===== src/rtl/rse_pkg.sv =====
/*
 * Constants, types and decode helpers for the rotate and power-down executor.
 * Assumes a 14-bit instruction word and an 8-bit data path.
 */
package rse_pkg;

    // ==========================================
    // Register map (byte addresses)
    localparam logic [7:0] RSE_ADDR_INSTR = 8'h00;
    localparam logic [7:0] RSE_ADDR_ACC = 8'h04;
    localparam logic [7:0] RSE_ADDR_STATUS = 8'h08;
    localparam logic [7:0] RSE_ADDR_WDOG = 8'h0C;
    localparam logic [7:0] RSE_ADDR_WAKE = 8'h10;
    localparam logic [7:0] RSE_ADDR_MADDR = 8'h14;
    localparam logic [7:0] RSE_ADDR_MDATA = 8'h18;

    // ==========================================
    // Status field positions
    localparam int RSE_ST_CARRY = 0;
    localparam int RSE_ST_DCARRY = 1;
    localparam int RSE_ST_ZERO = 2;
    localparam int RSE_ST_PD = 3;
    localparam int RSE_ST_TO = 4;
    localparam int RSE_ST_ASLEEP = 5;
    localparam int RSE_ST_W = 6;
    localparam logic [4:0] RSE_STATUS_RST = 5'h18;

    // ==========================================
    // Instruction encodings
    localparam logic [5:0] RSE_OP_RRF = 6'h0C;
    localparam logic [5:0] RSE_OP_RLF = 6'h0D;
    localparam logic [13:0] RSE_CODE_SLEEP = 14'h0063;
    localparam int RSE_DEST_BIT = 7;

    // ==========================================
    // Watchdog
    localparam logic [7:0] RSE_WDOG_PRESC_MAX = 8'hFF;
    localparam logic [7:0] RSE_WDOG_RST = 8'h00;

    typedef enum logic [1:0] {
        RSE_IDLE,
        RSE_LOAD,
        RSE_EXEC
    } rse_state_t;

    function automatic logic rse_is_rrf(input logic [13:0] ir);
        return ir[13:8] == RSE_OP_RRF;
    endfunction

    function automatic logic rse_is_rlf(input logic [13:0] ir);
        return ir[13:8] == RSE_OP_RLF;
    endfunction

endpackage


===== src/rtl/rse_data_mem.sv =====
/*
 * 128 x 8 data memory, one write port and one registered read port.
 * Assumes a single clock; read data lag the address by one cycle.
 */
`timescale 1ns/100ps
module rse_data_mem (
    // Clock
    input wire logic clk,
    // Write port
    input wire logic we,
    input wire logic [6:0] waddr,
    input wire logic [7:0] wdata,
    // Read port
    input wire logic [6:0] raddr,
    output logic [7:0] rdata_q
);
    logic [7:0] mem [128];

    always_ff @(posedge clk) begin
        if (we) begin
            mem[waddr] <= wdata;
        end
    end

    // Write-before-read is not bypassed; the caller waits a cycle
    always_ff @(posedge clk) begin
        rdata_q <= mem[raddr];
    end
endmodule // rse_data_mem


===== src/rtl/rse_exec.sv =====
/*
 * Rotate-through-carry and power-down executor behind an AHB-Lite slave.
 * Assumes one AHB-Lite master, single word transfers, hclk at 100 MHz.
 */
`timescale 1ns/100ps
// Overview of operation
// [RQ1] Opcode 001100 d fffffff rotates the register right through carry.
// [RQ2] Opcode 001101 d fffffff rotates the register left through carry.
// [RQ3] Destination bit 0 writes accumulator; 1 writes back the register.
// [RQ4] Register operand is seven bits, locations 0 to 127.
// [RQ5] Rotates change only carry; zero and digit carry hold.
// [RQ6] Power-down clears the watchdog counter and its prescaler.
// [RQ7] Power-down clears the power-down flag and sets the expiry flag.
// [RQ8] Code 00 0000 0110 0011 enters power-down with oscillator halted.
// [RQ9] Old carry enters vacated end bit; shifted-out bit becomes carry.
module rse_exec
    import rse_pkg::*;
(
    // Clock and reset
    input wire logic hclk,
    input wire logic hresetn,
    // AHB-Lite slave
    input wire logic hsel,
    input wire logic [31:0] haddr,
    input wire logic [1:0] htrans,
    input wire logic hwrite,
    input wire logic [2:0] hsize,
    input wire logic [31:0] hwdata,
    input wire logic hready,
    output logic hreadyout,
    output logic hresp,
    output logic [31:0] hrdata,
    // Core status
    output logic osc_stop
);
    // ==========================================
    // Bus address phase capture
    logic dph_q, dph_wr_q, dph_wait_q;
    logic [7:0] dph_addr_q;
    rse_state_t state_q;
    logic [13:0] ir_q;
    logic [7:0] acc_q, wdog_q, presc_q;
    logic [4:0] status_q;
    logic asleep_q;
    logic [6:0] maddr_q;
    logic mem_we;
    logic [6:0] mem_waddr, mem_raddr;
    logic [7:0] mem_wdata, mem_rdata_q, rot;
    logic rot_c, busy, dph_done, wr_done, is_rrf;

    assign busy = state_q != RSE_IDLE;
    assign hreadyout = !(dph_q && (busy || (!dph_wr_q && dph_addr_q == RSE_ADDR_MDATA
        && !dph_wait_q)));
    assign hresp = 1'b0;
    assign dph_done = dph_q && hreadyout;
    assign wr_done = dph_done && dph_wr_q;

    always_ff @(posedge hclk or negedge hresetn) begin
        if (!hresetn) begin
            dph_q <= 1'b0;
            dph_wr_q <= 1'b0;
            dph_addr_q <= 8'h00;
        end else if (hready) begin
            dph_q <= hsel && htrans[1];
            dph_wr_q <= hwrite;
            dph_addr_q <= {haddr[7:2], 2'b00};
        end
    end

    // Memory reads need one extra cycle for registered data
    always_ff @(posedge hclk or negedge hresetn) begin
        if (!hresetn) begin
            dph_wait_q <= 1'b0;
        end else begin
            dph_wait_q <= dph_q && !hreadyout && !busy;
        end
    end

    always_comb begin
        hrdata = 32'h0000_0000;
        if (dph_q && !dph_wr_q) begin
            case (dph_addr_q)
                RSE_ADDR_INSTR: hrdata = {18'h0_0000, ir_q};
                RSE_ADDR_ACC: hrdata = {24'h00_0000, acc_q};
                RSE_ADDR_STATUS: hrdata = {26'h000_0000, asleep_q, status_q};
                RSE_ADDR_WDOG: hrdata = {24'h00_0000, wdog_q};
                RSE_ADDR_MADDR: hrdata = {25'h000_0000, maddr_q};
                RSE_ADDR_MDATA: hrdata = {24'h00_0000, mem_rdata_q};
                default: hrdata = 32'h0000_0000;
            endcase
        end
    end

    // ==========================================
    // Instruction sequencing
    logic take_instr, take_sleep, take_rot;
    assign take_instr = wr_done && dph_addr_q == RSE_ADDR_INSTR && !asleep_q;
    // [RQ8] power-down decode
    assign take_sleep = take_instr && hwdata[13:0] == RSE_CODE_SLEEP;
    // [RQ1] [RQ2] rotate decode
    assign take_rot = take_instr && (rse_is_rrf(hwdata[13:0]) || rse_is_rlf(hwdata[13:0]));

    always_ff @(posedge hclk or negedge hresetn) begin
        if (!hresetn) begin
            state_q <= RSE_IDLE;
        end else begin
            case (state_q)
                RSE_IDLE: state_q <= take_rot ? RSE_LOAD : RSE_IDLE;
                RSE_LOAD: state_q <= RSE_EXEC;
                RSE_EXEC: state_q <= RSE_IDLE;
                default: state_q <= RSE_IDLE;
            endcase
        end
    end

    always_ff @(posedge hclk or negedge hresetn) begin
        if (!hresetn) begin
            ir_q <= 14'h0000;
        end else if (take_instr) begin
            ir_q <= hwdata[13:0];
        end
    end

    // ==========================================
    // Rotate datapath
    assign is_rrf = rse_is_rrf(ir_q);
    // [RQ9] carry in at vacated end, carry out from shifted bit
    assign rot = is_rrf ? {status_q[RSE_ST_CARRY], mem_rdata_q[7:1]}
        : {mem_rdata_q[6:0], status_q[RSE_ST_CARRY]};
    assign rot_c = is_rrf ? mem_rdata_q[0] : mem_rdata_q[7];

    // [RQ4] seven-bit operand field addresses the whole memory
    assign mem_raddr = busy ? ir_q[6:0] : maddr_q;
    // [RQ3] destination bit selects write-back
    assign mem_we = (state_q == RSE_EXEC && ir_q[RSE_DEST_BIT])
        || (wr_done && dph_addr_q == RSE_ADDR_MDATA);
    assign mem_waddr = busy ? ir_q[6:0] : maddr_q;
    assign mem_wdata = busy ? rot : hwdata[7:0];

    rse_data_mem u_mem (
        .clk(hclk),
        .we(mem_we),
        .waddr(mem_waddr),
        .wdata(mem_wdata),
        .raddr(mem_raddr),
        .rdata_q(mem_rdata_q)
    );

    always_ff @(posedge hclk or negedge hresetn) begin
        if (!hresetn) begin
            acc_q <= 8'h00;
        end else if (state_q == RSE_EXEC && !ir_q[RSE_DEST_BIT]) begin
            // [RQ3] destination 0 lands in accumulator
            acc_q <= rot;
        end else if (wr_done && dph_addr_q == RSE_ADDR_ACC) begin
            acc_q <= hwdata[7:0];
        end
    end

    always_ff @(posedge hclk or negedge hresetn) begin
        if (!hresetn) begin
            maddr_q <= 7'h00;
        end else if (wr_done && dph_addr_q == RSE_ADDR_MADDR) begin
            maddr_q <= hwdata[6:0];
        end
    end

    // ==========================================
    // Status flags
    always_ff @(posedge hclk or negedge hresetn) begin
        if (!hresetn) begin
            status_q <= RSE_STATUS_RST;
        end else if (state_q == RSE_EXEC) begin
            // [RQ5] only carry changes on rotate
            status_q[RSE_ST_CARRY] <= rot_c;
        end else if (take_sleep) begin
            // [RQ7] power-down flag low, expiry flag high
            status_q[RSE_ST_PD] <= 1'b0;
            status_q[RSE_ST_TO] <= 1'b1;
        end else if (wr_done && dph_addr_q == RSE_ADDR_STATUS) begin
            status_q <= hwdata[4:0];
        end
    end

    // Oscillator stays halted until software wakes the core
    always_ff @(posedge hclk or negedge hresetn) begin
        if (!hresetn) begin
            asleep_q <= 1'b0;
        end else if (take_sleep) begin
            // [RQ8] enter low-power state
            asleep_q <= 1'b1;
        end else if (wr_done && dph_addr_q == RSE_ADDR_WAKE && hwdata[0]) begin
            asleep_q <= 1'b0;
        end
    end
    assign osc_stop = asleep_q;

    // ==========================================
    // Watchdog counter and prescaler
    always_ff @(posedge hclk or negedge hresetn) begin
        if (!hresetn) begin
            presc_q <= RSE_WDOG_RST;
            wdog_q <= RSE_WDOG_RST;
        end else if (take_sleep) begin
            // [RQ6] clear counter and prescaler
            presc_q <= RSE_WDOG_RST;
            wdog_q <= RSE_WDOG_RST;
        end else begin
            presc_q <= presc_q + 8'h01;
            if (presc_q == RSE_WDOG_PRESC_MAX) begin
                wdog_q <= wdog_q + 8'h01;
            end
        end
    end

    // ==========================================
    // Checks
    property p_rrf_acc;
        @(posedge hclk) disable iff (!hresetn)
        (state_q == RSE_EXEC && is_rrf && !ir_q[RSE_DEST_BIT])
        |=> acc_q == {$past(status_q[RSE_ST_CARRY]), $past(mem_rdata_q[7:1])}
            && status_q[RSE_ST_CARRY] == $past(mem_rdata_q[0]);
    endproperty
    a_rrf_acc: assert property (p_rrf_acc) else $error("rotate right result wrong"); // [RQ1]

    property p_rlf_carry;
        @(posedge hclk) disable iff (!hresetn)
        (state_q == RSE_EXEC && !is_rrf)
        |=> status_q[RSE_ST_CARRY] == $past(mem_rdata_q[7]);
    endproperty
    a_rlf_carry: assert property (p_rlf_carry) else $error("rotate left carry wrong"); // [RQ2]

    property p_dest_acc;
        @(posedge hclk) disable iff (!hresetn)
        (state_q == RSE_EXEC && !ir_q[RSE_DEST_BIT]) |-> !mem_we;
    endproperty
    a_dest_acc: assert property (p_dest_acc) else $error("register written for dest 0"); // [RQ3]

    property p_dest_reg;
        @(posedge hclk) disable iff (!hresetn)
        (state_q == RSE_EXEC && ir_q[RSE_DEST_BIT]) |-> mem_we && mem_waddr == ir_q[6:0]
            ##1 $stable(acc_q);
    endproperty
    a_dest_reg: assert property (p_dest_reg) else $error("write-back to register wrong"); // [RQ4]

    property p_flags_hold;
        @(posedge hclk) disable iff (!hresetn)
        take_rot |-> ##2 (state_q == RSE_EXEC) ##1 ($stable(status_q[RSE_ST_ZERO])
            && $stable(status_q[RSE_ST_DCARRY]));
    endproperty
    a_flags_hold: assert property (p_flags_hold) else $error("rotate touched zero or dc"); // [RQ5]

    property p_sleep_wdog;
        @(posedge hclk) disable iff (!hresetn)
        take_sleep |=> wdog_q == 8'h00 && presc_q == 8'h00;
    endproperty
    a_sleep_wdog: assert property (p_sleep_wdog) else $error("watchdog not cleared"); // [RQ6]

    property p_sleep_flags;
        @(posedge hclk) disable iff (!hresetn)
        take_sleep |=> !status_q[RSE_ST_PD] && status_q[RSE_ST_TO];
    endproperty
    a_sleep_flags: assert property (p_sleep_flags) else $error("power flags wrong"); // [RQ7]

    property p_sleep_osc;
        @(posedge hclk) disable iff (!hresetn)
        take_sleep |=> osc_stop [*2];
    endproperty
    a_sleep_osc: assert property (p_sleep_osc) else $error("oscillator not halted"); // [RQ8]

    property p_rot_carry_in;
        @(posedge hclk) disable iff (!hresetn)
        (state_q == RSE_EXEC) |-> (is_rrf ? rot[7] : rot[0]) == status_q[RSE_ST_CARRY];
    endproperty
    a_rot_carry_in: assert property (p_rot_carry_in) else $error("carry not shifted in"); // [RQ9]
endmodule // rse_exec


===== config.mk =====
export PLATFORM = sky130hd
export DESIGN_NAME = rse_exec
export DESIGN_NICKNAME = d
export VERILOG_FILES = /design/src/rtl/rse_pkg.sv /design/src/rtl/rse_data_mem.sv /design/src/rtl/rse_exec.sv
export SDC_FILE = /design/constraint.sdc
export NUM_CORES = 1
export LEC_CHECK = 0
export BUFFER_PORTS_ARGS = -buffer_cell sky130_fd_sc_hd__buf_2
export CAP_MARGIN = 0
export CORE_UTILIZATION = 55
export DETAILED_ROUTE_END_ITERATION = 10
export PLACE_DENSITY = 0.77
export REMOVE_ABC_BUFFERS = 1
export SKIP_CTS_REPAIR_TIMING = 1
export SLEW_MARGIN = 20
export SYNTH_ARGS = -nofsm -noshare
export SYNTH_HDL_FRONTEND = slang
export SYNTH_HIERARCHICAL = 1
export SYNTH_SLANG_ARGS = --single-unit
export TNS_END_PERCENT = 10

===== constraint.sdc =====
create_clock -name hclk -period 10.4 [get_ports hclk]
set_input_delay 1.56 -clock hclk [delete_from_list [all_inputs] [get_ports hclk]]
set_output_delay 1.56 -clock hclk [all_outputs]
set_load 0.02 [all_outputs]

== Word-level counts from Yosys, hierarchy flattened ==
Memories as Yosys holds them, arrays and structs flattened. A register that Yosys moved wholly into a read port is not among the register bits.
Cells that the tools add are included.
Word-level totals
  register bits after elaboration: 62
  bits in latches: 0
  memory bits (writable): 1024
  ROM bits: 0
  bits of input ports: 74
  output and inout port bits: 35
  word-level logic and storage cells: 95
  memories: 1
Operators by class
  add/sub/neg operators: 2
  multipliers: 0
  divide/modulo/power cells: 0
  $lt $le $gt $ge: 0
  eq/ne operators: 14
  shift operators: 0
  multiplexer cells: 21
  bitwise logic cells: 2
  reduce and logical (&&, ||, !) cells: 41
Memories
  u_mem.mem: depth 128, width 8, read ports 1, clocked after Yosys merged registers in 1, wr ports 1, RTL line rse_data_mem.sv:17  | logic [7:0] mem [128];
Operators with widths (number)
  14-bit one-hot mux with 6 select lines: 1
  8-bit two-way mux: 7
  32-bit two-way mux: 1
  1-bit logical AND: 21
  6-bit by 3-bit == test with 1-bit output, second input constant: 3
  6-bit by 4-bit == test with 1-bit output, second input constant: 3
  8-bit by 1-bit adder with 8-bit output, second input constant: 2
  14-bit by 7-bit == test with 1-bit output, second input constant: 1
  6-bit by 2-bit == test with 1-bit output, second input constant: 2
  2-bit nonzero test: 6
  8-bit == test, second input constant: 1
  8-bit zero test: 1
  1-bit two-way mux: 8
  7-bit two-way mux: 1
  6-bit by 1-bit == test with 1-bit output, second input constant: 1
  1-bit zero test: 6
  5-bit two-way mux: 1
  2-bit one-hot mux with 2 select lines: 1
  2-bit AND reduction: 2
  1-bit logical OR: 3
  3-bit AND reduction: 1
  2-bit by 1-bit == test with 1-bit output, second input constant: 1
  2-bit == test, second input constant: 1
  2-bit zero test: 1
  3 further kinds: 4

== Logic depth before layout (Yosys ltp) ==
Gate-level depths: netlist of the first run.
  word-level depth: 13
  gate-level depth with buffers: 10
  gate-level depth less buffers: 6

== Cells and area by module ==
Netlist of the first run, hierarchy kept.
By module, submodules not included
  rse_data_mem: instances 1, cells each 1635, area each 39665.5 um^2, seq. area each 30909.6 um^2
  rse_exec: instances 1, cells each 349, area each 3606.0 um^2, seq. area each 1554.0 um^2

== Worst setup path before layout of the first run ==
No wires, ideal clock.
  path type: input to register
  from: input port hwdata[0]
  to: memory u_mem.mem[0][0], data pin
  library setup time: 0.892 ns
  arrival: 5.061 ns
  required time: 9.508 ns
  slack: 4.447 ns
  stages: 2
  path buffers: 0
  path through: nor2_1 -> a21oi_1
On the way
  cells in the longest elaborated chain, start to end: 1
Ends and longest elaborated chain
  start: declaration: RTL line rse_exec.sv:28  | input wire logic [31:0] hwdata,
  8-bit two-way mux: RTL line rse_exec.sv:138  | assign mem_wdata = busy ? rot : hwdata[7:0];
  via mem_wdata[0]: RTL line rse_exec.sv:48  | logic [7:0] mem_wdata, mem_rdata_q, rot;
  end: declaration: RTL line rse_data_mem.sv:17
The timed path passes the listed nets, and every way through them passes these cells.

== Worst setup path in the final report of the first run ==
  from: register state_q[1]
  to: register u_mem.rdata_q[5], read port of u_mem.mem
On the way
  cells in the longest elaborated chain, start to end: 2
Ends and longest elaborated chain
  start: declaration: RTL line rse_exec.sv:40  | rse_state_t state_q;
  start signal: assignment: RTL line rse_exec.sv:108  | RSE_IDLE: state_q <= take_rot ? RSE_LOAD : RSE_IDLE;
  2-bit nonzero test: RTL line rse_exec.sv:51  | assign busy = state_q != RSE_IDLE;
  7-bit two-way mux: RTL line rse_exec.sv:133  | assign mem_raddr = busy ? ir_q[6:0] : maddr_q;
  via mem_raddr[2]: RTL line rse_exec.sv:47  | logic [6:0] mem_waddr, mem_raddr;
  end: declaration: RTL line rse_data_mem.sv:15  | output logic [7:0] rdata_q
The timed path passes the listed nets, and every way through them passes these cells.
A chain may end at the register's enable or synchronous reset.

==> metrics.txt, run 1 <==
Seq/Total Area, Yosys=75.02%; number of synthesized flops with an enable pin=1024; Leak=0.01519 uW; CP endpoint kind=flip-flop; final wirelength=97760 microns; largest net degree at the start of global routing=101; Final Cell Area=48190 sq um; wire length per cell=30.71 microns; cell accounting for the most synthesized area=edfxtp_1; Final Setup Violations=0; clock group share of total power=40.4%; Max VDD drop=0.1373 mV; Worst path max stage delay=roughly 0.92 ns; initial antenna violation count=1; Syn Inst Count=1984; WP buf/inv=2; dpl cell area=44610 sq um; Crit Path Class=reg2reg; most used cell, CP=mux4_2; die footprint=79800 sq um; CP required=about 11 ns; CTS sink count=1094; synth top area cells=edfxtp_1, mux4_2, dfrtp_1, nor2_1, mux2_2; CP Max Fanout=71; drt first pass iters=5; CTS Buffer Depth=3; critical path's top delay family=multiplexers; htree depth=3; synth cell count leaders=edfxtp_1, mux4_2, nor2_1; area fraction of the dominant cell type after synthesis=71.06%; power per cell area=200.6 nW/um^2; worst-margin pin slew=1.151 ns; CP Cell Sequence=or2_2 > mux2_8 > buf_4 > buf_4 > mux4_2 > mux4_2 > mux4_2 > mux2_2; Flop pwr share=between 50 and 60%; switching share of power=22.10%; Post-synth top flop=edfxtp_1; Final ANT Viol Nets=0; Syn. warnings=6; clock root buffer master=clkbuf_16; Placement Setup Slack=about 4.8 ns; die width=282.5 microns; syn avg cell area=21.81 sq um; Slew headroom=between 20% and 30%; height of the die=282.5 microns; critical path's slowest cell=buf_4; Max-cap violations=0; Iteration-0 DRC Markers=roughly 2800; Setup TNS=0 ns; Worst Slack Setup Final=about 4.7 ns; Internal Pwr Total=7532 uW; clock skew=0.03366 ns; Vias/cell=between 6 and 7; Hold Vio Cnt, Final=0; Starting Density=around 56%; synth unique cells=60; CTS tree=built; Overflow after GRT=0; Worst-Skew Late Latency=roughly 0.67 ns; Comb power frac=~9.0%; CP Data Arrival Time=6.30 ns; DR DRC count=0; Setup crit start kind=flip-flop; FP Rows=102; post-DP HPWL=54210 microns; core area=slightly below 80000 sq um; RSZ-0062 raised after global routing=no; switching pwr=between 2000 and 2500 uW; layout cell share with drive strength beyond 1=29.86%; Vias=21000; most frequent cell after synthesis=edfxtp_1; vias in the first global route=21190; I/O pin cnt=109; first-pass GRT wire length=143600 microns; synthesis-to-layout area growth=11.36%; max frequency=174.2 MHz; mapped cell area=43270 sq um; Ant. Diodes=0; CTS clk-pin slew, worst paths=0.07 ns; port bufs=41; FFs w/ async S/R, synth=5.667%; Final period util=55.21%; outcome=completed; Seq cells post-synth=1094; GRT Overall Usage=24.97%; Max Transition Viols Final=0; Routability Congestion=about 0.88; final net count=roughly 2100; fin crit period=5.742 ns; clock buffer count from CTS=104; min-delay worst type=reg2reg
## power groups by stage
| stage | logic (uW) | registers, uW | clock network, uW |
|---|---|---|---|
| 2_1_floorplan | 656 | 4970 | 0 |
| 3_3_place_gp | 838 | 4980 | 0 |
| 3_5_place_dp | 856 | 4980 | 0 |
| 4_1_cts | 872 | 4890 | 3940 |
| 5_1_grt | 907 | 4890 | 4100 |
| 6_report | 872 | 4890 | 3910 |
## worst paths after layout
path | from | endpoint | slack [ns] | cells past startpoint
max | state_q[1] | u_mem/rdata_q[5] | 4.66 | 8
min | dph_wait_q | dph_wait_q | 0.46 | 1
max reg2reg | state_q[1] | u_mem/rdata_q[5] | 4.66 | 8
min reg2reg | dph_wait_q | dph_wait_q | 0.46 | 1
max in group asynchronous | hresetn | maddr_q[4] | 8.81 | 2
min in group asynchronous | hresetn | presc_q[7] | 1.06 | 2
## per-stage QoR
step / utilization (%) / hold slack, ns / total power, uW / std cells
CTS: 62.05 / 0.4615 / 9698 / 3182
global placement: 57.45 / 0.4260 / 5814 / 2987
floorplan: - / 0.4118 / 5628 / 1873
global route: 62.10 / 0.4655 / 9895 / 3183
finish: 62.10 / 0.4611 / 9669 / 3183
detailed placement: 57.49 / 0.4533 / 5834 / 2988
## state kept, by name, summed over array words and instances, names as in the netlist
register,flops
acc_q,8
u_mem/rdata_q,8
status_q,5
dph_wr_q,1
osc_stop,1
wdog_q,8
dph_wait_q,1
state_q,2
dph_q,1
ir_q,14
u_mem/mem,1024
dph_addr_q,6
presc_q,8
maddr_q,7
## logic make-up after synthesis
logic type      after synthesis  share of synthesized area (%)
flops                      1094                          75.02
mux                         400                          19.14
simple gates                292                          3.155
buf+inv                     133                          1.544
compound gates               51                         0.8473
xor+xnor                     11                         0.2226
fa+ha+maj                     2                        0.05782
other cells                   1                       0.008666
## worst register-to-register path, cell delays in order (launching register included)
cell     delay, ns
dfrtp_1       0.38
or2_2         0.70
mux2_8        0.75
buf_4         0.97
buf_4         0.91
mux4_2        0.49
mux4_2        0.55
mux4_2        0.57
mux2_2        0.32
## cell usage in the layout (no fill, tap or decap), drive strengths merged, types with 11 or more instances in the layout
master	n
edfxtp	1024
mux4	337
nor2	151
clkbuf	133
buf	76
dfrtp	60
mux2	50
nand3	40
clkinv	39
nand2	28
conb	19
nor3	19
bufinv	15
nor2b	13
mux2i	13
a21oi	13
a22oi	11
## layer usage
layer | global-route usage [%] | part of all wire, %
met4 | 8.371 | 3.0
met5 | 0 | 0.010
met2 | 40.21 | 50
met3 | 3.874 | 9.1
met1 | 35.38 | 38
## area by class of cell
class                   instances  area, sq um
inverters                       4        15.01
fillers                      5048        29410
clock inverters                61        694.4
well taps                    1040         1301
multi-input cells             775        10350
repair buffers                 76        520.5
flip-flops and latches       1094        32460
clock buffers                 133         2838
No activity file was read; power rests on OpenSTA's default activity.
==> run 2, diff against run 1 <==
- PLACE_DENSITY: 0.77 -> 0.79
- clock period: 10.4 -> 4.75 ns (I/O delays scaled with it)
==> metrics.txt, run 2 (synthesized netlist as in run 1, its figures left out) <==
Leak=0.01550 uW; outcome=completed; core area=77590 sq um; Layout fillers=4839; worst-margin pin slew=between 1 and 1.5 ns; post-DP HPWL=roughly 57000 microns; Setup crit start kind=flip-flop; Final Cell Area=48700 sq um; layout cell share with drive strength beyond 1=about a third; worst reg2reg startpoint=state_q[0]; Starting Density=55.77%; Overflow after GRT=0; Max Used Layer=met5; drt first pass iters=7; RSZ-0062 raised after global routing=no; end of the critical path=u_mem/rdata_q[4]; wire length per cell=31.19 microns; die width=approximately 280 microns; fin crit period=a little over 4 ns; power per cell area=433.4 nW/um^2; FP Rows=102; Placed Cells=3043; final net count=2185; Max VDD drop=0.3005 mV; max reg flops=1024; Routability Congestion=between 0.9 and 1; FF-to-FF setup slack=0.59 ns; Critical Path Start=state_q[0]; most frequent cells in the layout=edfxtp_1, mux4_2, nor2_1; clock root buffer master=clkbuf_16; CTS sink count=1094; max frequency=240.6 MHz; dpl cell area=45210 sq um; CP Data Arrival Time=4.70 ns; CP required=5.29 ns; die footprint=around 80000 sq um; vias in the first global route=21710; largest registers=u_mem/mem: 1024 flops, ir_q: 14 flops; htree depth=3; clock skew=0.03116 ns; Vias/cell=6.583; Final period util=87.49%; WHS=0.2216 ns; Crit Path Class=reg2reg; Max Transition Viols Final=0; largest register by flop count=u_mem/mem; initial antenna violation count=4; CP Max Fanout=57; CP endpoint kind=flip-flop; DR DRC count=0; most common cell after layout, fill and taps aside=edfxtp_1; Final Setup Violations=0; largest net degree at the start of global routing=129; clock buffer count from CTS=103; Hold Vio Cnt, Final=0; reg-to-reg endpoint=u_mem/rdata_q[4]; min-delay worst type=in2async; I/O pin cnt=between 100 and 150; Worst-Skew Late Latency=0.67 ns; synthesis-to-layout area growth=12.54%; height of the die=between 200 and 300 microns; port bufs=41; final wirelength=100900 microns; met2 wire length=approximately 50000 microns; Slew headroom=31.05%; CTS Buffer Depth=3; met3 WL=~10000 microns; wl on met1=36760 microns; Iteration-0 DRC Markers=~2800; Max-cap violations=0; Final ANT Viol Nets=0; r2r worst-path depth=7; GRT Overall Usage=25.89%; CTS tree=built; non-filler cells, final=3236; CTS clk-pin slew, worst paths=0.06 ns; Vias=21300; first-pass GRT wire length=147800 microns
[run 2: cell count changes in the layout (fill, tap and decap cells not counted), moves of 4 or more]
cell      previous run  this run
nor3_2               4         0
buf_4               32        71
nor3_1              15        19
buf_12               1        18
clkbuf_1            22        18
[run 2: through the flow]
step	utilization, %	setup WS (ns)	power (uW)	setup TNS [ns]
2_1_floorplan	-	-4.784	12320	-4718.97
3_3_place_gp	58.27	0.6457	12770	0
3_5_place_dp	58.27	0.6212	12830	0
4_1_cts	62.71	0.5535	21170	0
5_1_grt	62.75	0.4490	21610	0
6_report	62.76	0.5942	21110	0
[run 2: cell type report]
| cell class | instances | area, sq um | share of cell area (%) |
|---|---|---|---|
| Clock buffer | 124 | 2720 | 5.586 |
| Clock inverter | 65 | 728.2 | 1.495 |
| Sequential cell | 1094 | 32460 | 66.66 |
| Tap cell | 1040 | 1301 | 2.672 |
| Inverter | 4 | 15.01 | 0.03083 |
| Multi-Input combinational cell | 775 | 10330 | 21.22 |
| Antenna cell | 3 | 7.507 | 0.01542 |
| Timing Repair Buffer | 131 | 1126 | 2.312 |
[run 2: routing by layer]
metal / track usage (%) / up-vias
met1: 34.63 / 11200
met3: 5.385 / 219
met2: 42.74 / 1379
met5: 0 / -
li1: - / 8503
met4: 8.829 / 6
[run 2: worst min-delay path by stage]
| stage | from | slack [ns] | cells after the start | to |
|---|---|---|---|---|
| 2_1_floorplan | dph_wait_q | 0.41 | 1 | dph_wait_q |
| 3_3_place_gp | dph_wait_q | 0.43 | 1 | dph_wait_q |
| 3_5_place_dp | dph_wait_q | 0.43 | 1 | dph_wait_q |
| 4_1_cts | hresetn | 0.23 | 2 | wdog_q[5] |
| 5_1_grt | haddr[3] | 0.29 | 2 | dph_addr_q[3] |
| 6_report | hresetn | 0.22 | 2 | wdog_q[6] |
[run 2: report_power, final]
| part | internal [uW] | total (uW) | leakage [uW] | switching [uW] |
|---|---|---|---|---|
| clock network | 4900 | 8430 | 0.00167 | 3540 |
| registers | 10600 | 10700 | 0.0100 | 102 |
| logic | 891 | 1970 | 0.00380 | 1080 |
[run 2: critical path: stages (launching register included)]
cell	delay [ns]
dfrtp_1	0.40
or2_2	0.40
mux2_8	0.75
buf_4	0.43
mux4_2	0.58
mux4_2	0.54
mux4_2	0.52
mux2_2	0.32
==> run 3, diff against run 2 <==
- PLACE_DENSITY: 0.79 -> 0.77
- clock period: 4.75 -> 3.9 ns (I/O delays scaled with it)
==> metrics.txt, run 3 (synthesized netlist as in run 1, its figures left out) <==
CTS Buffer Depth=3; die footprint=~80000 sq um; Max-cap violations=0; largest net degree at the start of global routing=129; Overflow after GRT=0; worst-margin pin slew=between 1 and 1.5 ns; vias in the first global route=21750; outcome=completed; r2r worst-path depth=7; RSZ-0062 raised after global routing=no; Final period util=96.85%; FF/Latch Area=32460 sq um; Setup TNS=0 ns; Setup crit start kind=flip-flop; die width=282.5 microns; Iteration-0 DRC Markers=2987; Slew headroom=27.59%; post-DP HPWL=a little under 60000 microns; layout cell share with drive strength beyond 1=roughly a third; DR DRC count=0; Final ANT Viol Nets=0; Placement Setup Slack=0.1397 ns; Worst Slack Setup Final=about 0.12 ns; CP endpoint kind=flip-flop; Leak=0.01609 uW; area occupied by multi-input gates=10330 sq um; CTS tree=built; initial antenna violation count=4; height of the die=between 200 and 300 microns; power per cell area=509.1 nW/um^2; Final Setup Violations=0; Crit Path Class=reg2reg; clock buffer count from CTS=103; max frequency=about 260 MHz; htree depth=3; CP Data Arrival Time=between 4 and 5 ns; Vias/cell=about 6.4; max reg flops=1024; fin crit period=between 3 and 4 ns; Max Transition Viols Final=0; synthesis-to-layout area growth=14.31%; Vias=21490; clock skew=about 0.019 ns; worst reg2reg startpoint=state_q[0]; drt first pass iters=5; Max VDD drop=around 0.37 mV; CP Max Fanout=27; dpl cell area=46220 sq um; min-delay worst type=in2async; Total Power=25180 uW; Hold Vio Cnt, Final=0; Layout fillers=4891; final net count=2311; FP Rows=between 100 and 150; CTS clk-pin slew, worst paths=approximately 0.060 ns; most frequent cells in the layout=edfxtp_1, mux4_2, buf_4; Routability Congestion=0.8915; reg-to-reg endpoint=u_mem/rdata_q[4]; Final Cell Area=49460 sq um; FF-to-FF setup slack=0.12 ns; Worst-Skew Late Latency=0.65 ns; core area=77590 sq um; largest registers=u_mem/mem: 1024 flops, ir_q: 14 flops; port bufs=41; first-pass GRT wire length=144200 microns; Starting Density=55.77%; CTS sink count=1094; wire length per cell=around 29 microns; most common cell after layout, fill and taps aside=edfxtp_1; final wirelength=97720 microns; GRT Overall Usage=25.12%; clock root buffer master=clkbuf_16; I/O pin cnt=109; CP required=4.43 ns; largest register by flop count=u_mem/mem
## run 3: final cells by class
type / instances / share of cell area [%]
Inverter: 4 / 0.03036
Timing Repair Buffer: 257 / 4.250
Clock inverter: 55 / 0.9891
Clock buffer: 133 / 5.568
Tap cell: 1040 / 2.631
Multi-Input combinational cell: 775 / 20.89
Sequential cell: 1094 / 65.63
Antenna cell: 1 / 0.005059
## run 3: worst max-delay path: stages (launching register included)
cell and delay [ns]:
dfrtp_1 0.40, or2_2 0.36, mux2_8 0.54, buf_4 0.34
mux4_2 0.58, mux4_2 0.56, mux4_2 0.55, mux2_2 0.30
## run 3: metrics by stage
step	instances	hold WS [ns]	util [%]
after CTS	3358	0.03491	63.74
after detailed placement	3170	0.4265	59.56
after floorplan	1873	0.2894	-
final	3359	0.03145	63.74
after global placement	3170	0.4259	59.56
after global routing	3358	0.08820	63.74
## run 3: worst max path at each step
| stage | from | to | slack [ns] | depth (start not counted) |
|---|---|---|---|---|
| after floorplan | state_q[0] | u_mem/mem[93][0] | -5.63 | 4 |
| after global placement | state_q[0] | u_mem/rdata_q[7] | 0.19 | 7 |
| after detailed placement | state_q[0] | u_mem/rdata_q[3] | 0.14 | 7 |
| after CTS | state_q[0] | u_mem/rdata_q[4] | 0.12 | 7 |
| after global routing | state_q[0] | u_mem/rdata_q[4] | 0.04 | 7 |
| final | state_q[0] | u_mem/rdata_q[4] | 0.12 | 7 |
## run 3: power breakdown
group | leakage [uW] | switching, uW | internal, uW
combinational | 0.00448 | 1340 | 1130
clock | 0.00158 | 4190 | 5500
sequential | 0.0100 | 101 | 12900
total | 0.0161 | 5630 | 19600
## run 3: metal layers
metal	part of all wire [%]	GRT usage, %	up-vias
met5	0.041	0	-
met4	2.8	7.692	6
met3	9.8	4.609	178
met2	49	40.56	1272
met1	38	35.31	11270
li1	-	-	8766
